### src/design/hpa_pkg.sv
// Constants, phase enumeration and timing figures for the host-port
// access sequencer. Assumes every count is in expansion-bus clocks.
package hpa_pkg;

  // ==========================================================
  // Phase enumeration
  typedef enum logic [2:0] {
    HPA_IDLE,
    HPA_ADDR,
    HPA_SETUP,
    HPA_STROBE,
    HPA_HOLD,
    HPA_RECOV
  } hpa_state_type;

  // ==========================================================
  // Phase settings: smallest value that software may program
  localparam logic [3:0] ADDR_SETTING_MIN = 4'h2;
  localparam logic [3:0] SETUP_SETTING_MIN = 4'h2;
  localparam logic [3:0] STROBE_SETTING_MIN = 4'h1;
  localparam logic [3:0] HOLD_SETTING_MIN = 4'h2;
  localparam logic [3:0] RECOV_SETTING_MIN = 4'h0;

  // A phase lasts its setting plus one clock; recovery plus two
  localparam logic [4:0] PHASE_EXTRA = 5'h01;
  localparam logic [4:0] RECOV_EXTRA = 5'h02;

  // Width of one host-port byte lane in byte-wide mode
  localparam int BYTE_W = 8;

  // ==========================================================
  // Gap between accesses, in bus clocks
  localparam int RECOV_CYCLES_MIN = 2;
  localparam int RECOV_CYCLES_MAX = 17;

  // ==========================================================
  // Reset values
  localparam hpa_state_type STATE_RST = HPA_IDLE;
  localparam logic [4:0] COUNT_RST = 5'h00;

endpackage

### src/design/hpa_timer_if.sv
// Carrier between the sequencer and its phase timer.
// Assumes both ends sit in the same clock domain.
`timescale 1ns/1ps
`default_nettype none
interface hpa_timer_if;
  logic load;
  logic [4:0] load_val;
  logic done;

  modport ctrl (output load, output load_val, input done);
  modport timer (input load, input load_val, output done);
endinterface
`default_nettype wire

### src/design/hpa_phase_timer.sv
// Down-counter that times one sequencer phase in bus clocks.
// Assumes load is a one-cycle pulse given on phase entry.
`timescale 1ns/1ps
`default_nettype none
module hpa_phase_timer (
  input wire logic clk,
  input wire logic nrst,
  hpa_timer_if.timer tmr
);

  typedef struct packed {
    logic [4:0] count;
  } hpa_timer_state_type;

  hpa_timer_state_type tm_ff;
  hpa_timer_state_type nxt_tm;

  // ==========================================================
  // Counting
  // A load of N gives N cycles before done, N+1 with the done cycle; a bare zero stays done
  always_comb begin
    nxt_tm = tm_ff;
    if (tmr.load) begin
      nxt_tm.count = tmr.load_val;
    end else if (tm_ff.count != 5'h00) begin
      nxt_tm.count = tm_ff.count - 5'h01;
    end
  end

  always_ff @(posedge clk) begin
    if (!nrst) begin
      tm_ff.count <= hpa_pkg::COUNT_RST;
    end else begin
      tm_ff <= nxt_tm;
    end
  end

  // Done depends on the count alone; gating it with load would close
  // a loop through the sequencer's advance decision
  assign tmr.done = (tm_ff.count == 5'h00);

endmodule
`default_nettype wire

### src/design/hpa_sequencer.sv
// Host-port access sequencer: drives one access at a time to an
// external DSP host port. Assumes all inputs are synchronous to clk.
//
// What this block does
// - A wait request is honoured only in the address and strobe phases.
// - While wait is high, address or strobe phase does not advance.
// - Address phase lasts one more clock after wait drops.
// - Strobe phase holds data setup one more clock after wait drops.
// - Address and chip select go active in the same clock.
// - In both host-port modes the address stays valid across the access.
// - Strobe goes active after the address and setup phases.
// - Write strobe pulse width follows the strobe setting.
// - Write data is valid before the strobe rises.
// - Write data stays valid through the hold phase.
// - Gap between accesses is two to seventeen clocks via recovery.
// - Every phase length is counted in bus clocks.
`timescale 1ns/1ps
`default_nettype none
module hpa_sequencer #(
  parameter int ADDR_W = 16,
  parameter int DATA_W = 16
) (
  input wire logic clk,
  input wire logic nrst,
  input wire logic req_valid,
  output logic req_ready,
  input wire logic req_write,
  input wire logic [ADDR_W-1:0] req_addr,
  input wire logic [DATA_W-1:0] req_wdata,
  output logic resp_valid,
  output logic [DATA_W-1:0] resp_rdata,
  input wire logic muxed_halfword_host_port_mode,
  input wire logic [1:0] address_phase_setting,
  input wire logic [1:0] setup_phase_setting,
  input wire logic [3:0] strobe_phase_setting,
  input wire logic [1:0] hold_phase_setting,
  input wire logic [3:0] recovery_phase_setting,
  output logic setting_low,
  output logic busy,
  input wire logic dsp_wait_request,
  output logic hp_chip_select_n,
  output logic primary_data_strobe_n,
  output logic hp_write_n,
  output logic hp_addr_latch,
  output logic [ADDR_W-1:0] hp_addr,
  output logic [DATA_W-1:0] hp_data_out,
  output logic hp_data_oe,
  input wire logic [DATA_W-1:0] hp_data_in
);

  typedef struct packed {
    hpa_pkg::hpa_state_type state;
    logic wait_seen;
    logic is_write;
    logic [ADDR_W-1:0] addr;
    logic [DATA_W-1:0] wdata;
    logic [DATA_W-1:0] rdata;
    logic resp;
    logic cs;
    logic strobe;
    logic latch;
    logic oe;
    logic [DATA_W-1:0] dout;
    logic low;
  } hpa_seq_state_type;

  hpa_seq_state_type st_ff;
  hpa_seq_state_type nxt_st;
  hpa_timer_if tmr ();
  logic phase_go;

  // ==========================================================
  // Phase setting decode
  // Clamps a setting to its floor so a mis-programmed value cannot
  // shorten a phase below the point where a wait can be caught
  function automatic logic [4:0] clamp_setting(input logic [3:0] s,
                                               input logic [3:0] mn);
    clamp_setting = (s < mn) ? {1'b0, mn} : {1'b0, s};
  endfunction

  hpa_phase_timer u_timer (
    .clk(clk),
    .nrst(nrst),
    .tmr(tmr)
  );

  // ==========================================================
  // Phase advance
  // Wait is looked at in every cycle, and the cycle after it drops is
  // still spent in the phase, so one extra clock always follows
  assign phase_go = tmr.done && !dsp_wait_request
    && !st_ff.wait_seen;

  // ==========================================================
  // Next-state logic
  always_comb begin
    nxt_st = st_ff;
    nxt_st.resp = 1'b0;
    tmr.load = 1'b0;
    tmr.load_val = 5'h00;
    nxt_st.wait_seen = dsp_wait_request;
    nxt_st.low = (4'(address_phase_setting) < hpa_pkg::ADDR_SETTING_MIN)
      || (4'(setup_phase_setting) < hpa_pkg::SETUP_SETTING_MIN)
      || (strobe_phase_setting < hpa_pkg::STROBE_SETTING_MIN);
    case (st_ff.state)
      hpa_pkg::HPA_IDLE: begin
        if (req_valid) begin
          nxt_st.state = hpa_pkg::HPA_ADDR;
          nxt_st.addr = req_addr;
          nxt_st.wdata = req_wdata;
          nxt_st.is_write = req_write;
          tmr.load = 1'b1;
          tmr.load_val = clamp_setting(4'(address_phase_setting),
                                       hpa_pkg::ADDR_SETTING_MIN);
        end
      end
      hpa_pkg::HPA_ADDR: begin
        // Held while wait is up, plus one clock after it drops
        if (phase_go) begin
          nxt_st.state = hpa_pkg::HPA_SETUP;
          tmr.load = 1'b1;
          tmr.load_val = clamp_setting(4'(setup_phase_setting),
                                       hpa_pkg::SETUP_SETTING_MIN);
        end
      end
      hpa_pkg::HPA_SETUP: begin
        // Setup is not stretched by wait; strobe phase catches it
        if (tmr.done) begin
          nxt_st.state = hpa_pkg::HPA_STROBE;
          tmr.load = 1'b1;
          tmr.load_val = clamp_setting(strobe_phase_setting,
                                       hpa_pkg::STROBE_SETTING_MIN);
        end
      end
      hpa_pkg::HPA_STROBE: begin
        if (phase_go) begin
          nxt_st.state = hpa_pkg::HPA_HOLD;
          tmr.load = 1'b1;
          tmr.load_val = clamp_setting(4'(hold_phase_setting),
                                       hpa_pkg::HOLD_SETTING_MIN);
          // Read data is taken as the strobe goes away
          if (!st_ff.is_write) begin
            nxt_st.rdata = muxed_halfword_host_port_mode ? hp_data_in
              : DATA_W'(hp_data_in[hpa_pkg::BYTE_W-1:0]);
          end
        end
      end
      hpa_pkg::HPA_HOLD: begin
        if (tmr.done) begin
          nxt_st.state = hpa_pkg::HPA_RECOV;
          nxt_st.resp = 1'b1;
          tmr.load = 1'b1;
          tmr.load_val = clamp_setting(recovery_phase_setting,
            hpa_pkg::RECOV_SETTING_MIN) + hpa_pkg::RECOV_EXTRA
            - hpa_pkg::PHASE_EXTRA;
        end
      end
      hpa_pkg::HPA_RECOV: begin
        // No new access is taken until the gap has run out
        if (tmr.done) begin
          nxt_st.state = hpa_pkg::HPA_IDLE;
        end
      end
      default: begin
        nxt_st.state = hpa_pkg::HPA_IDLE;
      end
    endcase

    // Pin levels follow the coming phase so they leave flip-flops
    // aligned to the phase boundary
    nxt_st.cs = (nxt_st.state == hpa_pkg::HPA_ADDR)
      || (nxt_st.state == hpa_pkg::HPA_SETUP)
      || (nxt_st.state == hpa_pkg::HPA_STROBE)
      || (nxt_st.state == hpa_pkg::HPA_HOLD);
    nxt_st.strobe = (nxt_st.state == hpa_pkg::HPA_STROBE);
    nxt_st.latch = muxed_halfword_host_port_mode
      && (nxt_st.state == hpa_pkg::HPA_ADDR);
    // Data is driven from setup through hold, so it is up before the
    // strobe and stays after it rises
    nxt_st.oe = nxt_st.latch || (nxt_st.is_write && nxt_st.cs
      && (nxt_st.state != hpa_pkg::HPA_ADDR));
    if (nxt_st.latch) begin
      nxt_st.dout = DATA_W'(nxt_st.addr);
    end else if (muxed_halfword_host_port_mode) begin
      nxt_st.dout = nxt_st.wdata;
    end else begin
      nxt_st.dout = DATA_W'(nxt_st.wdata[hpa_pkg::BYTE_W-1:0]);
    end
  end

  // ==========================================================
  // State register, advanced on every bus clock
  always_ff @(posedge clk) begin
    if (!nrst) begin
      st_ff.state <= hpa_pkg::STATE_RST;
      st_ff.wait_seen <= 1'b0;
      st_ff.is_write <= 1'b0;
      st_ff.addr <= '0;
      st_ff.wdata <= '0;
      st_ff.rdata <= '0;
      st_ff.resp <= 1'b0;
      st_ff.cs <= 1'b0;
      st_ff.strobe <= 1'b0;
      st_ff.latch <= 1'b0;
      st_ff.oe <= 1'b0;
      st_ff.dout <= '0;
      st_ff.low <= 1'b0;
    end else begin
      st_ff <= nxt_st;
    end
  end

  // ==========================================================
  // Outputs
  // Address stays on its pins for the whole access in both modes
  assign hp_addr = st_ff.addr;
  assign hp_chip_select_n = !st_ff.cs;
  assign primary_data_strobe_n = !st_ff.strobe;
  assign hp_write_n = !(st_ff.is_write && st_ff.cs);
  assign hp_addr_latch = st_ff.latch;
  assign hp_data_out = st_ff.dout;
  assign hp_data_oe = st_ff.oe;
  assign resp_valid = st_ff.resp;
  assign resp_rdata = st_ff.rdata;
  assign setting_low = st_ff.low;
  assign busy = (st_ff.state != hpa_pkg::HPA_IDLE);
  assign req_ready = (st_ff.state == hpa_pkg::HPA_IDLE);

  // Recovery length counter, read only by the checks
  logic [4:0] rec_cnt_ff;
  always_ff @(posedge clk) begin
    if (!nrst) begin
      rec_cnt_ff <= 5'h00;
    end else if (st_ff.state == hpa_pkg::HPA_RECOV) begin
      rec_cnt_ff <= rec_cnt_ff + 5'h01;
    end else begin
      rec_cnt_ff <= 5'h00;
    end
  end
endmodule
`default_nettype wire

### config.mk
export PLATFORM = sky130hd
export DESIGN_NAME = hpa_sequencer
export DESIGN_NICKNAME = d
export VERILOG_FILES = /design/src/design/hpa_pkg.sv /design/src/design/hpa_timer_if.sv /design/src/design/hpa_phase_timer.sv /design/src/design/hpa_sequencer.sv
export SDC_FILE = /design/constraint.sdc
export NUM_CORES = 1
export LEC_CHECK = 0
export ABC_AREA = 1
export BUFFER_PORTS_ARGS = -buffer_cell sky130_fd_sc_hd__buf_2
export CORE_MARGIN = 2
export CORE_UTILIZATION = 54
export CTS_CLUSTER_DIAMETER = 50
export DETAILED_ROUTE_END_ITERATION = 6
export GPL_ROUTABILITY_DRIVEN = 0
export GPL_TIMING_DRIVEN = 0
export PLACE_DENSITY_LB_ADDON = 0.1
export RECOVER_POWER = 100
export SLEW_MARGIN = 5
export SYNTH_ARGS = -nofsm -noshare
export SYNTH_HDL_FRONTEND = slang
export SYNTH_HIERARCHICAL = 1
export SYNTH_SLANG_ARGS = --single-unit
### constraint.sdc
create_clock -name clk -period 5.77 [get_ports clk]
set_input_delay 0.8655 -clock clk [delete_from_list [all_inputs] [get_ports clk]]
set_output_delay 0.8655 -clock clk [all_outputs]
set_load 0.05 [all_outputs]
==> flow_results.org, run 1 <==
** Synthesis
- Summed over all instances, the cell type with the most area after synthesis is sky130_fd_sc_hd__dfxtp_1.
- After synthesis, the netlist uses 38 different library cells.
- Yosys synthesis warning count :: 6
- In the synthesized netlist the dominant register cell turns out to be sky130_fd_sc_hd__dfxtp_1.
- Top cell type's share of synthesized area :: a little over two fifths
- After synthesis, the cell types taking the most area are sky130_fd_sc_hd__dfxtp_1 (43%), sky130_fd_sc_hd__buf_4 (10%), sky130_fd_sc_hd__inv_1 (7.4%).
- Post-synthesis sequential element count :: 80
- Synthesis produced 500 cells.
- Most used standard cell by instance count after synthesis :: sky130_fd_sc_hd__dfxtp_1
- Mean instance size in the synthesized netlist :: roughly 7.5 um2
- In this run, synthesis inferred 0 flip-flops with an integrated enable.
- After synthesis, flip-flops and latches occupy between 40 and 50% of the total area.
- Synthesis produced a netlist with a net count of 570.
- Sorting the synthesized cells by how often they occur yields sky130_fd_sc_hd__dfxtp_1 (80), sky130_fd_sc_hd__inv_1 (74), sky130_fd_sc_hd__nand2_1 (59).
- Fraction of synthesis flops using an asynchronous set or reset pin :: 0%
- Summing every instance area after synthesis gives 0.00374 mm2.

** Timing
- RSZ-0062 raised after global routing :: false
- Worst setup skew after layout :: about 0.0066 ns
- Part of the cycle the worst path needs :: between 40% and 50%
- Setup_tns :: 0 ns
- Least-Margin Pin Slew :: approximately 0.63 ns
- PnR worst setup slack :: approximately 3.1 ns
- Total of endpoints with negative setup slack in the final report :: 0
- Post-layout min period :: roughly 2.7 ns
- Max transition margin :: about three fifths
- The final count of pins violating max slew is 0.
- The count of endpoints failing hold in the final timing report is 0.
- Max Freq :: between 300 and 400 MHz

** Clock tree
- Inserted Clock Buffers :: 9
- Htree depth :: 3
- Clock latency of the later-clocked register in the worst-skew pair :: between 0.3 and 0.4 ns
- TritonCTS built the clock tree.
- Hold repair after CTS inserted 0 buffers.
- Clock-pin slew was measured on the worst setup and hold paths at around 0.080 ns.
- Largest buffer count on any clock path :: 2
- CTS placed an instance of sky130_fd_sc_hd__clkbuf_8 at the clock tree root.
- Total of cells resized after clock tree synthesis :: 0
- Number of sinks on the clock net :: 80
- Post-CTS Setup Inserts :: 0

** Power and ir drop
- Proportion of power drawn by combinational gates :: between 30% and 40%
- IR drop worst, VDD :: 0.000262 V
- The internal power of the cells totals around 0.001 W.
- Power spread over the standard cell area amounts to ~380 mW/mm2.
- Net switching is about 41% of the power.
- Sequential cells burn 39.1% of the power.
- The analysis attributes to net switching a power of 0.000690 W.
- Clock network fraction of design power :: 22.6%
- The analysis attributes to cell leakage a power of around 2.2 nW.

** Global route
- Summed over all layers, the global routing overflow is 0.
- For this run, the total global-route usage over all layers was measured as a little under a quarter.
- The initial antenna violation count is 0.
- Largest net degree at the start of global routing :: 14
- Global-route wire length before repair :: 13.4 mm
- Via count of the first global-routing pass :: roughly 3100

** Place
- PortBufs :: ~120
- DP Worst Slack :: between 3 and 4 ns
- Detailed placement ended at an HPWL of between 6 and 7 mm.

** Critical path
- STA puts the critical path data arrival time at ~3.0 ns.
- Worst Setup SP :: st_ff[73]$_SDFF_PN0_
- Series of cell instances along the critical path :: nor2_1, nand3_1, inv_1, clkbuf_1, a21oi_1, nand3_1, inv_1, nand4_1, nand2_1, a21oi_2
- Together, buffers and inverters on the worst path number 3.
- The largest single stage delay on the critical path is around 0.42 ns.
- The critical path is of the reg2reg type.
- The startpoint identified for the worst register-to-register timing path is st_ff[73]$_SDFF_PN0_.
- Type of origin of the critical path :: flop
- Along the worst path, the maximum fanout reaches 10.
- At the worst endpoint, the required time is 6.06 ns.
- STA classifies the critical path endpoint as a flop.
- The slowest stage of the critical path is the sky130_fd_sc_hd__clkbuf_1 cell.
- Grouping stages by cell kind, the critical path spends the most delay in simple AND/OR/NAND/NOR gates.

** Drt
- The pre-antenna-repair detailed-routing pass consisted of 4 iterations.
- Post-route DRC :: 0
- Routed via count :: roughly 3400
- In the routed layout, each cell is associated on average with a via count of roughly 4.8.
- Sum of routed wire length over all layers :: about 8.4 mm
- Dividing the detail-routed wire length by the instance count gives 11.7 um.
- In this run, the number of DRC markers left after iteration 0 of detailed routing was approximately 110.
- Once detail routing completed, the nets flagged for antenna violations numbered 0.

** Layout
- Cells with a size suffix above 1 make up 23.6% of the layout.
- Register area :: roughly 0.0016 mm2
- Syn-to-layout area delta :: 20.6%
- Count of fill cells added during filler insertion :: ~670
- Total inserted antenna cells :: 0
- Nets :: about 710
- Footprint of the multi-input gates :: approximately 0.0013 mm2

** Floorplan
- Placeable core area :: around 0.0068 mm2
- The die is between 80 and 90 um tall.
- In this run the horizontal extent of the chip is roughly 87 um.
- Area of the die :: around 0.0076 mm2
- The floorplan has 30 rows.
- Initial core utilization :: 55.4%
- I/O pin count :: about 130

** Min path
- Critical hold path startpoint :: resp_rdata[3]$_SDFFE_PN0P_
- Worst Hold Class :: reg2reg

** Job
- The tool flagged a number of max-cap violations equal to 0.

** Run status
- The flow ran to the end, and the final reports show no timing, DRC or antenna violations.
==> tightest hold or removal path: stages, from the launching register on <==
cell and delay, ns:
sky130_fd_sc_hd__dfxtp_1 0.31, sky130_fd_sc_hd__inv_1 0.05, sky130_fd_sc_hd__a21oi_1 0.05
==> sequential cells by signal, indices dropped and copies added (netlist names) <==
signal	count
hp_addr	16
hp_addr_latch	1
hp_data_oe	1
hp_data_out	16
resp_rdata	16
resp_valid	1
setting_low	1
st_ff	23
u_timer/tm_ff	5
==> cells by family (layout without fill, tap and decap cells) <==
logic type | Yosys count | in the layout | synth area share (%)
and+or+nand+nor | 173 | 173 | 21.3
DFF | 80 | 80 | 42.8
adders and majority gates | 2 | 2 | 0.669
buffers and inverters | 147 | 287 | 20.6
AOI/OAI and AO/OA | 96 | 96 | 14.2
xor gates and xnor gates | 2 | 2 | 0.468
==> layout make-up <==
cell class	instances	share of cell area [%]
flip-flops and latches	80	35.5
multi-input cells	273	29.7
repair buffers	124	12.1
plain buffers	67	9.73
inverters	80	6.65
clock buffers	12	3.44
well taps	80	2.22
clock inverters	4	0.638
==> metal layers <==
layer	up-vias	share of wire [%]	GRT usage [%]
li1	1794	-	-
met1	1536	44	27.0
met2	99	48	39.1
met3	9	6.5	5.59
met4	0	1.2	8.39
met5	-	0	0
==> metrics by stage <==
step,utilization [%],instance area (um2),hold slack (ns),total power (W),std cells
2_1_floorplan,-,3740,0.424,0.00122,500
3_3_place_gp,66.0,4460,0.432,0.00135,704
3_5_place_dp,66.0,4460,0.438,0.00136,704
4_1_cts,68.8,4650,0.450,0.00174,720
5_1_grt,66.8,4510,0.463,0.00180,720
6_report,66.8,4510,0.449,0.00170,720
==> worst paths after layout <==
kind / endpoint / slack [ns] / cells after the start
hold / removal: resp_rdata[3]$_SDFFE_PN0P_ / 0.45 / 2
hold reg to reg: resp_rdata[3]$_SDFFE_PN0P_ / 0.45 / 2
setup reg to reg: u_timer/tm_ff[1]$_SDFFE_PN0P_ / 3.07 / 10
setup / recovery: u_timer/tm_ff[1]$_SDFFE_PN0P_ / 3.07 / 10
==> power groups by stage <==
stage / registers [W] / clock network (W) / logic [W]
after CTS: 0.000668 / 0.000390 / 0.000686
after floorplan: 0.000681 / 0 / 0.000537
after global placement: 0.000677 / 0 / 0.000673
after global routing: 0.000674 / 0.000412 / 0.000717
after detailed placement: 0.000680 / 0 / 0.000683
final: 0.000666 / 0.000385 / 0.000650
==> layout by cell type (no fill, tap or decap) <==
cell                          n
sky130_fd_sc_hd__o21ai_2      1
sky130_fd_sc_hd__buf_4       49
sky130_fd_sc_hd__o21ai_1      5
sky130_fd_sc_hd__ha_1         2
sky130_fd_sc_hd__a22oi_1      8
sky130_fd_sc_hd__or2_2       10
sky130_fd_sc_hd__o21ai_0     44
sky130_fd_sc_hd__a21oi_1     27
sky130_fd_sc_hd__xnor2_1      1
sky130_fd_sc_hd__o21a_1       5
sky130_fd_sc_hd__nand3b_1     1
sky130_fd_sc_hd__clkbuf_1    74
sky130_fd_sc_hd__dfxtp_1     80
sky130_fd_sc_hd__nand3_1     31
sky130_fd_sc_hd__buf_2       69
sky130_fd_sc_hd__nor3_2       1
sky130_fd_sc_hd__or2_1        1
sky130_fd_sc_hd__nor2_2       2
sky130_fd_sc_hd__clkinvlp_4   2
sky130_fd_sc_hd__xor2_1       1
sky130_fd_sc_hd__inv_1       77
sky130_fd_sc_hd__nand3_2      1
sky130_fd_sc_hd__o221ai_1     1
sky130_fd_sc_hd__clkinv_2     1
sky130_fd_sc_hd__nor3_1       1
sky130_fd_sc_hd__o22ai_1      2
sky130_fd_sc_hd__a21oi_2      1
sky130_fd_sc_hd__nand4_1      4
sky130_fd_sc_hd__a31oi_1      1
sky130_fd_sc_hd__clkbuf_8    11
sky130_fd_sc_hd__clkinv_4     1
sky130_fd_sc_hd__clkinv_1     1
sky130_fd_sc_hd__inv_2        2
sky130_fd_sc_hd__nand2_1     61
sky130_fd_sc_hd__or2_0        7
sky130_fd_sc_hd__o2111ai_1    1
sky130_fd_sc_hd__nor2_1      53
Power figures use the tool's default switching activity.
==> run 2, diff against run 1 <==
Settings changed: ABC_AREA 1 to 0, CORE_UTILIZATION 54 to 45.
Clock period 5.77 ns to 2.3 ns, I/O delays scaled along.
==> run 2 against run 1 <==
Compared with the run above:
- sequential cell count is the same
- total power rose to 2.5 times the previous value
- via count is 9.6% lower
- critical path type unchanged
- critical endpoint unchanged
==> flow_results.org, run 2 <==
** Run status
- Status :: finished clean (unchanged)

** Min path
- Worst Hold Class :: in2reg (was reg2reg)
- Number of stages on the worst hold path :: 2 (unchanged)
- Hold-critical path endpoint :: setting_low$_SDFF_PN0_ (was resp_rdata[3]$_SDFFE_PN0P_)
- Critical hold path startpoint :: setup_phase_setting[1] (was resp_rdata[3]$_SDFFE_PN0P_)

** Global route
- The global route total overflow was 0 (unchanged).
- Via count of the first global-routing pass :: 2990 (was 3103)
- The global-route wire length before repair came to 13.9 mm (was 13.4 mm).
- Total routing resource utilization after global routing :: 20.2% (was 22.6%)
- Number of antenna violations at the first check in global routing :: 0 (unchanged)
- Largest net degree at the start of global routing :: 15 (was 14)

** Synthesis
- Most used standard cell by instance count after synthesis :: sky130_fd_sc_hd__dfxtp_1 (unchanged)
- Top cell type's share of synthesized area :: 44.9% (was 42.8%)
- Top flip-flop cell by instance count after synthesis :: sky130_fd_sc_hd__dfxtp_1 (unchanged)
- Post-synthesis sequential element count :: 80 (unchanged)
- The count of flip-flops with a built-in enable after synthesis came to 0 (unchanged).
- The number of distinct library cell variants in the gate-level netlist after synthesis came to 51 (was 38).
- Yosys synthesis warning count :: 6 (unchanged)
- The post-synthesis area per instance is 9.42 um2 (was 7.48 um2).
- Share of the yosys chip area belonging to registers :: 44.9% (was 42.8%)
- The number of instances in the synthesized netlist came to 379 (was 500).
- Netlist area before placement :: 0.00357 mm2 (was 0.00374 mm2)
- Cell type with the largest total area after synthesis :: sky130_fd_sc_hd__dfxtp_1 (unchanged)
- Top post-synthesis cells by area: sky130_fd_sc_hd__dfxtp_1 (45%), sky130_fd_sc_hd__mux2i_1 (11%), sky130_fd_sc_hd__buf_4 (11%) (was sky130_fd_sc_hd__dfxtp_1 (43%), sky130_fd_sc_hd__buf_4 (10%), sky130_fd_sc_hd__inv_1 (7.4%)).
- Top cells by count, synth :: sky130_fd_sc_hd__dfxtp_1 (80), sky130_fd_sc_hd__buf_4 (51), sky130_fd_sc_hd__mux2i_1 (41) (was sky130_fd_sc_hd__dfxtp_1 (80), sky130_fd_sc_hd__inv_1 (74), sky130_fd_sc_hd__nand2_1 (59))
- The number of nets in the synthesized netlist came to 449 (was 570).
- The async set-reset flop share out of synthesis was 0% (unchanged).

** Timing
- Part of the cycle the worst path needs :: 96.8% (was 46.8%)
- Total of endpoints with negative setup slack in the final report :: 0 (unchanged)
- The relative slew slack came to 56.8% (was 58.3%).
- The final clock skew is 0.0110 ns (was 0.00662 ns).
- Final hold violations :: 0 (unchanged)
- Count of final max-slew check failures :: 0 (unchanged)
- The clock period minus worst slack is 2.23 ns (was 2.70 ns).
- The worst hold slack after final layout was 0.206 ns (was 0.449 ns).
- RSZ-0062 raised after global routing :: false (unchanged)
- The peak clock frequency supported by timing is 449 MHz (was 371 MHz).
- The transition time at the pin with the least slew margin was 0.651 ns (was 0.628 ns).

** Clock tree
- Largest buffer count on any clock path :: 2 (unchanged)
- The depth of the CTS H-tree is 3 (unchanged).
- The total CTS buffers is 9 (unchanged).
- Clock-pin slew on the worst setup and hold paths :: 0.09 ns (was 0.08 ns)
- The clock insertion delay at the later pin of the skew report came to 0.35 ns (about the same).
- TritonCTS clock tree :: done (unchanged)
- The quantity of hold-fixing buffers added after cts came to 0 (unchanged).
- Number of sinks on the clock net :: 80 (unchanged)
- The buffer cell driving the clock tree root is sky130_fd_sc_hd__clkbuf_8 (unchanged).

** Layout
- The total number of nets in the final design is 592 (was 705).
- The most common library cell in the layout ignoring fill and taps is sky130_fd_sc_hd__dfxtp_1 (unchanged).
- Flip-flop count of the largest register, all copies and words added :: 23 (unchanged)
- Most frequent cells in the layout: sky130_fd_sc_hd__dfxtp_1 (78), sky130_fd_sc_hd__buf_2 (72), sky130_fd_sc_hd__clkbuf_1 (65) (was sky130_fd_sc_hd__dfxtp_1 (80), sky130_fd_sc_hd__inv_1 (77), sky130_fd_sc_hd__clkbuf_1 (74)).
- The top register by number of flip-flops is st_ff (unchanged).
- Syn-to-layout area delta :: 29.7% (was 20.6%)
- Count of fill cells added during filler insertion :: 757 (was 671)
- The share of the core filled with cells in the final layout is 60.2% (was 66.8%).
- Fraction of layout cells with a size suffix above 1 :: 32.8% (was 23.6%)
- Total inserted antenna cells :: 0 (unchanged)

** Power and ir drop
- The net switching component of the power came to 0.00156 W (was 0.000690 W).
- The power per cell area was 920 mW/mm2 (was 377 mW/mm2).
- The internal power of the cells came to 0.00270 W (was 0.00101 W).
- Clock network fraction of design power :: 24.5% (was 22.6%)
- The part of the total power dissipated in combinational logic came to 37.4% (was 38.2%).
- The maximum ir drop on the vdd rail was 0.000451 V (was 0.000262 V).
- The part of the total power dissipated in sequential elements was 38.1% (was 39.1%).
- Sw Ratio :: 36.6% (was 40.6%)
- The leakage component of the power was 2.02 nW (was 2.21 nW).

** Critical path
- Critical Path Sink Type :: flop (unchanged)
- The class of the most critical setup path is reg2reg (unchanged).
- Type of origin of the critical path :: flop (unchanged)
- Required arrival time at the worst endpoint :: 2.59 ns (was 6.06 ns)
- The data arrival time of the critical path is 2.51 ns (was 2.98 ns).
- The cell depth of the worst flop-to-flop path came to 9 (was 10).
- The maximum fanout along the worst path is 9 (was 10).
- RR Endpoint :: u_timer/tm_ff[1]$_SDFFE_PN0P_ (unchanged)
- The reg2reg setup slack was 0.07 ns (was 3.07 ns).
- Startpoint of the worst register-to-register path :: u_timer/tm_ff[1]$_SDFFE_PN0P_ (was st_ff[73]$_SDFF_PN0_)

** Floorplan
- Initial core utilization :: 46.4% (was 55.4%)
- The number of cell rows is 32 (was 30).
- The die width is 93.1 um (was 87.2 um).
- The core footprint is 0.00769 mm2 (was 0.00676 mm2).
- The full die area came to 0.00866 mm2 (was 0.00761 mm2).
- The number of I/O pins was 125 (unchanged).
- Vertical die dimension :: 93.1 um (was 87.2 um)

** Place
- HPWL after detailed placement :: 6.11 mm (was 6.39 mm)
- The number of port buffers was 123 (was 124).

** Drt
- The number of design rule violations left after detail routing is 0 (unchanged).
- The number of vias per cell after detailed routing was 4.94 (was 4.78).
- Sum of routed wire length over all layers :: 8.71 mm (was 8.45 mm)
- The number of detailed-route iterations in the first pass came to 4 (unchanged).
- Final antenna-violating net count :: 0 (unchanged)
- The average wire length per cell after detail routing was 13.9 um (was 11.7 um).
- The count of routing violations after the opening detailed-route iteration is 127 (was 107).
- Routed via count :: 3107 (was 3438)

** Job
- Maxcap violations :: 0 (unchanged)
-- run 2: cell count changes in the layout (fill, tap and decap cells not counted), moves of 8 or more --
cell / change
sky130_fd_sc_hd__inv_1: -66
sky130_fd_sc_hd__mux2i_1: +41
sky130_fd_sc_hd__nand2_1: -25
sky130_fd_sc_hd__a21oi_1: -24
sky130_fd_sc_hd__clkbuf_1: -9
sky130_fd_sc_hd__buf_4: +11
sky130_fd_sc_hd__o21ai_0: -42
sky130_fd_sc_hd__nor2_1: -25
sky130_fd_sc_hd__or2_2: -9
sky130_fd_sc_hd__a22oi_1: -8
sky130_fd_sc_hd__a32oi_1: +9
-- run 2: area by class of cell --
type | count | area, um2 | share of cell area (%)
clock buffer | 10 | 128 | 2.76
clock inverter | 6 | 67.6 | 1.46
sequential | 80 | 1600 | 34.7
buffer | 72 | 503 | 10.9
timing repair buffer | 134 | 627 | 13.5
multi-input combinational | 213 | 1530 | 33.0
inverter | 12 | 45.0 | 0.973
tap | 102 | 128 | 2.76
-- run 2: worst max-delay path by stage --
| stage | startpoint | depth (start not counted) | slack [ns] | end |
|---|---|---|---|---|
| 3_5_place_dp | u_timer/tm_ff[0]$_SDFFE_PN0P_ | 8 | -0.55 | resp_rdata[13]$_SDFFE_PN0P_ |
| 5_1_grt | u_timer/tm_ff[0]$_SDFFE_PN0P_ | 9 | 0.002 | u_timer/tm_ff[1]$_SDFFE_PN0P_ |
| 6_report | u_timer/tm_ff[1]$_SDFFE_PN0P_ | 9 | 0.07 | u_timer/tm_ff[1]$_SDFFE_PN0P_ |
| 3_3_place_gp | u_timer/tm_ff[0]$_SDFFE_PN0P_ | 8 | -0.48 | resp_rdata[14]$_SDFFE_PN0P_ |
| 4_1_cts | u_timer/tm_ff[0]$_SDFFE_PN0P_ | 9 | 0.02 | st_ff[19]$_SDFF_PN0_ |
| 2_1_floorplan | u_timer/tm_ff[0]$_SDFFE_PN0P_ | 9 | 0.06 | u_timer/tm_ff[0]$_SDFFE_PN0P_ |
-- run 2: cells by family after synthesis --
| group | Yosys count | synth area share (%) |
|---|---|---|
| mux | 41 | 11.5 |
| simple gates | 126 | 18.1 |
| flops | 80 | 44.9 |
| fa+ha+maj | 2 | 0.701 |
| xor+xnor | 4 | 0.982 |
| compound gates | 40 | 8.66 |
| buf+inv | 86 | 15.2 |
-- run 2: critical path: stages (launching register included) --
cell and delay [ns]:
sky130_fd_sc_hd__dfxtp_2 0.35, sky130_fd_sc_hd__inv_1 0.07, sky130_fd_sc_hd__ha_4 0.17, sky130_fd_sc_hd__nor4b_4 0.14
sky130_fd_sc_hd__buf_4 0.16, sky130_fd_sc_hd__nor4bb_4 0.16, sky130_fd_sc_hd__or3_1 0.39, sky130_fd_sc_hd__buf_6 0.15
sky130_fd_sc_hd__or4_1 0.51, sky130_fd_sc_hd__nand3_1 0.07
-- run 2: through the flow --
stage | cells | power, W | worst slack [ns] | cell area [um2] | setup TNS [ns]
floorplan | 379 | 0.00270 | 0.0587 | 3570 | 0
global placement | 604 | 0.00299 | -0.477 | 4320 | -10.65
detailed placement | 604 | 0.00303 | -0.548 | 4320 | -12.71
CTS | 626 | 0.00423 | 0.0215 | 4620 | 0
global route | 629 | 0.00447 | 0.00156 | 4630 | 0
finish | 629 | 0.00426 | 0.0742 | 4630 | 0
-- run 2: routing by layer --
metal | global-route usage, % | vias to the layer above | share of wire (%)
li1 | - | 1562 | -
met1 | 25.2 | 1448 | 44
met2 | 34.5 | 84 | 49
met3 | 3.95 | 13 | 5.4
met4 | 7.84 | 0 | 2.0
met5 | 0 | - | 0
-- run 2: repair_timing --
item / 4_1_cts / 5_1_grt
pin swaps: 1 / 3
endpoints found under the hold margin: 0 / 0
gates resized for setup: 11 / 14
endpoints found under the setup margin: 40 / 29
buffers inserted: 8 / 2
cloned: 0 / 1
-- run 2: power groups by stage --
stage          combinational (W)  clock (W)  sequential [W]
2_1_floorplan            0.00105          0         0.00165
3_3_place_gp             0.00135          0         0.00165
3_5_place_dp             0.00138          0         0.00165
4_1_cts                  0.00153    0.00107         0.00162
5_1_grt                  0.00171    0.00112         0.00164
6_report                 0.00159    0.00104         0.00162
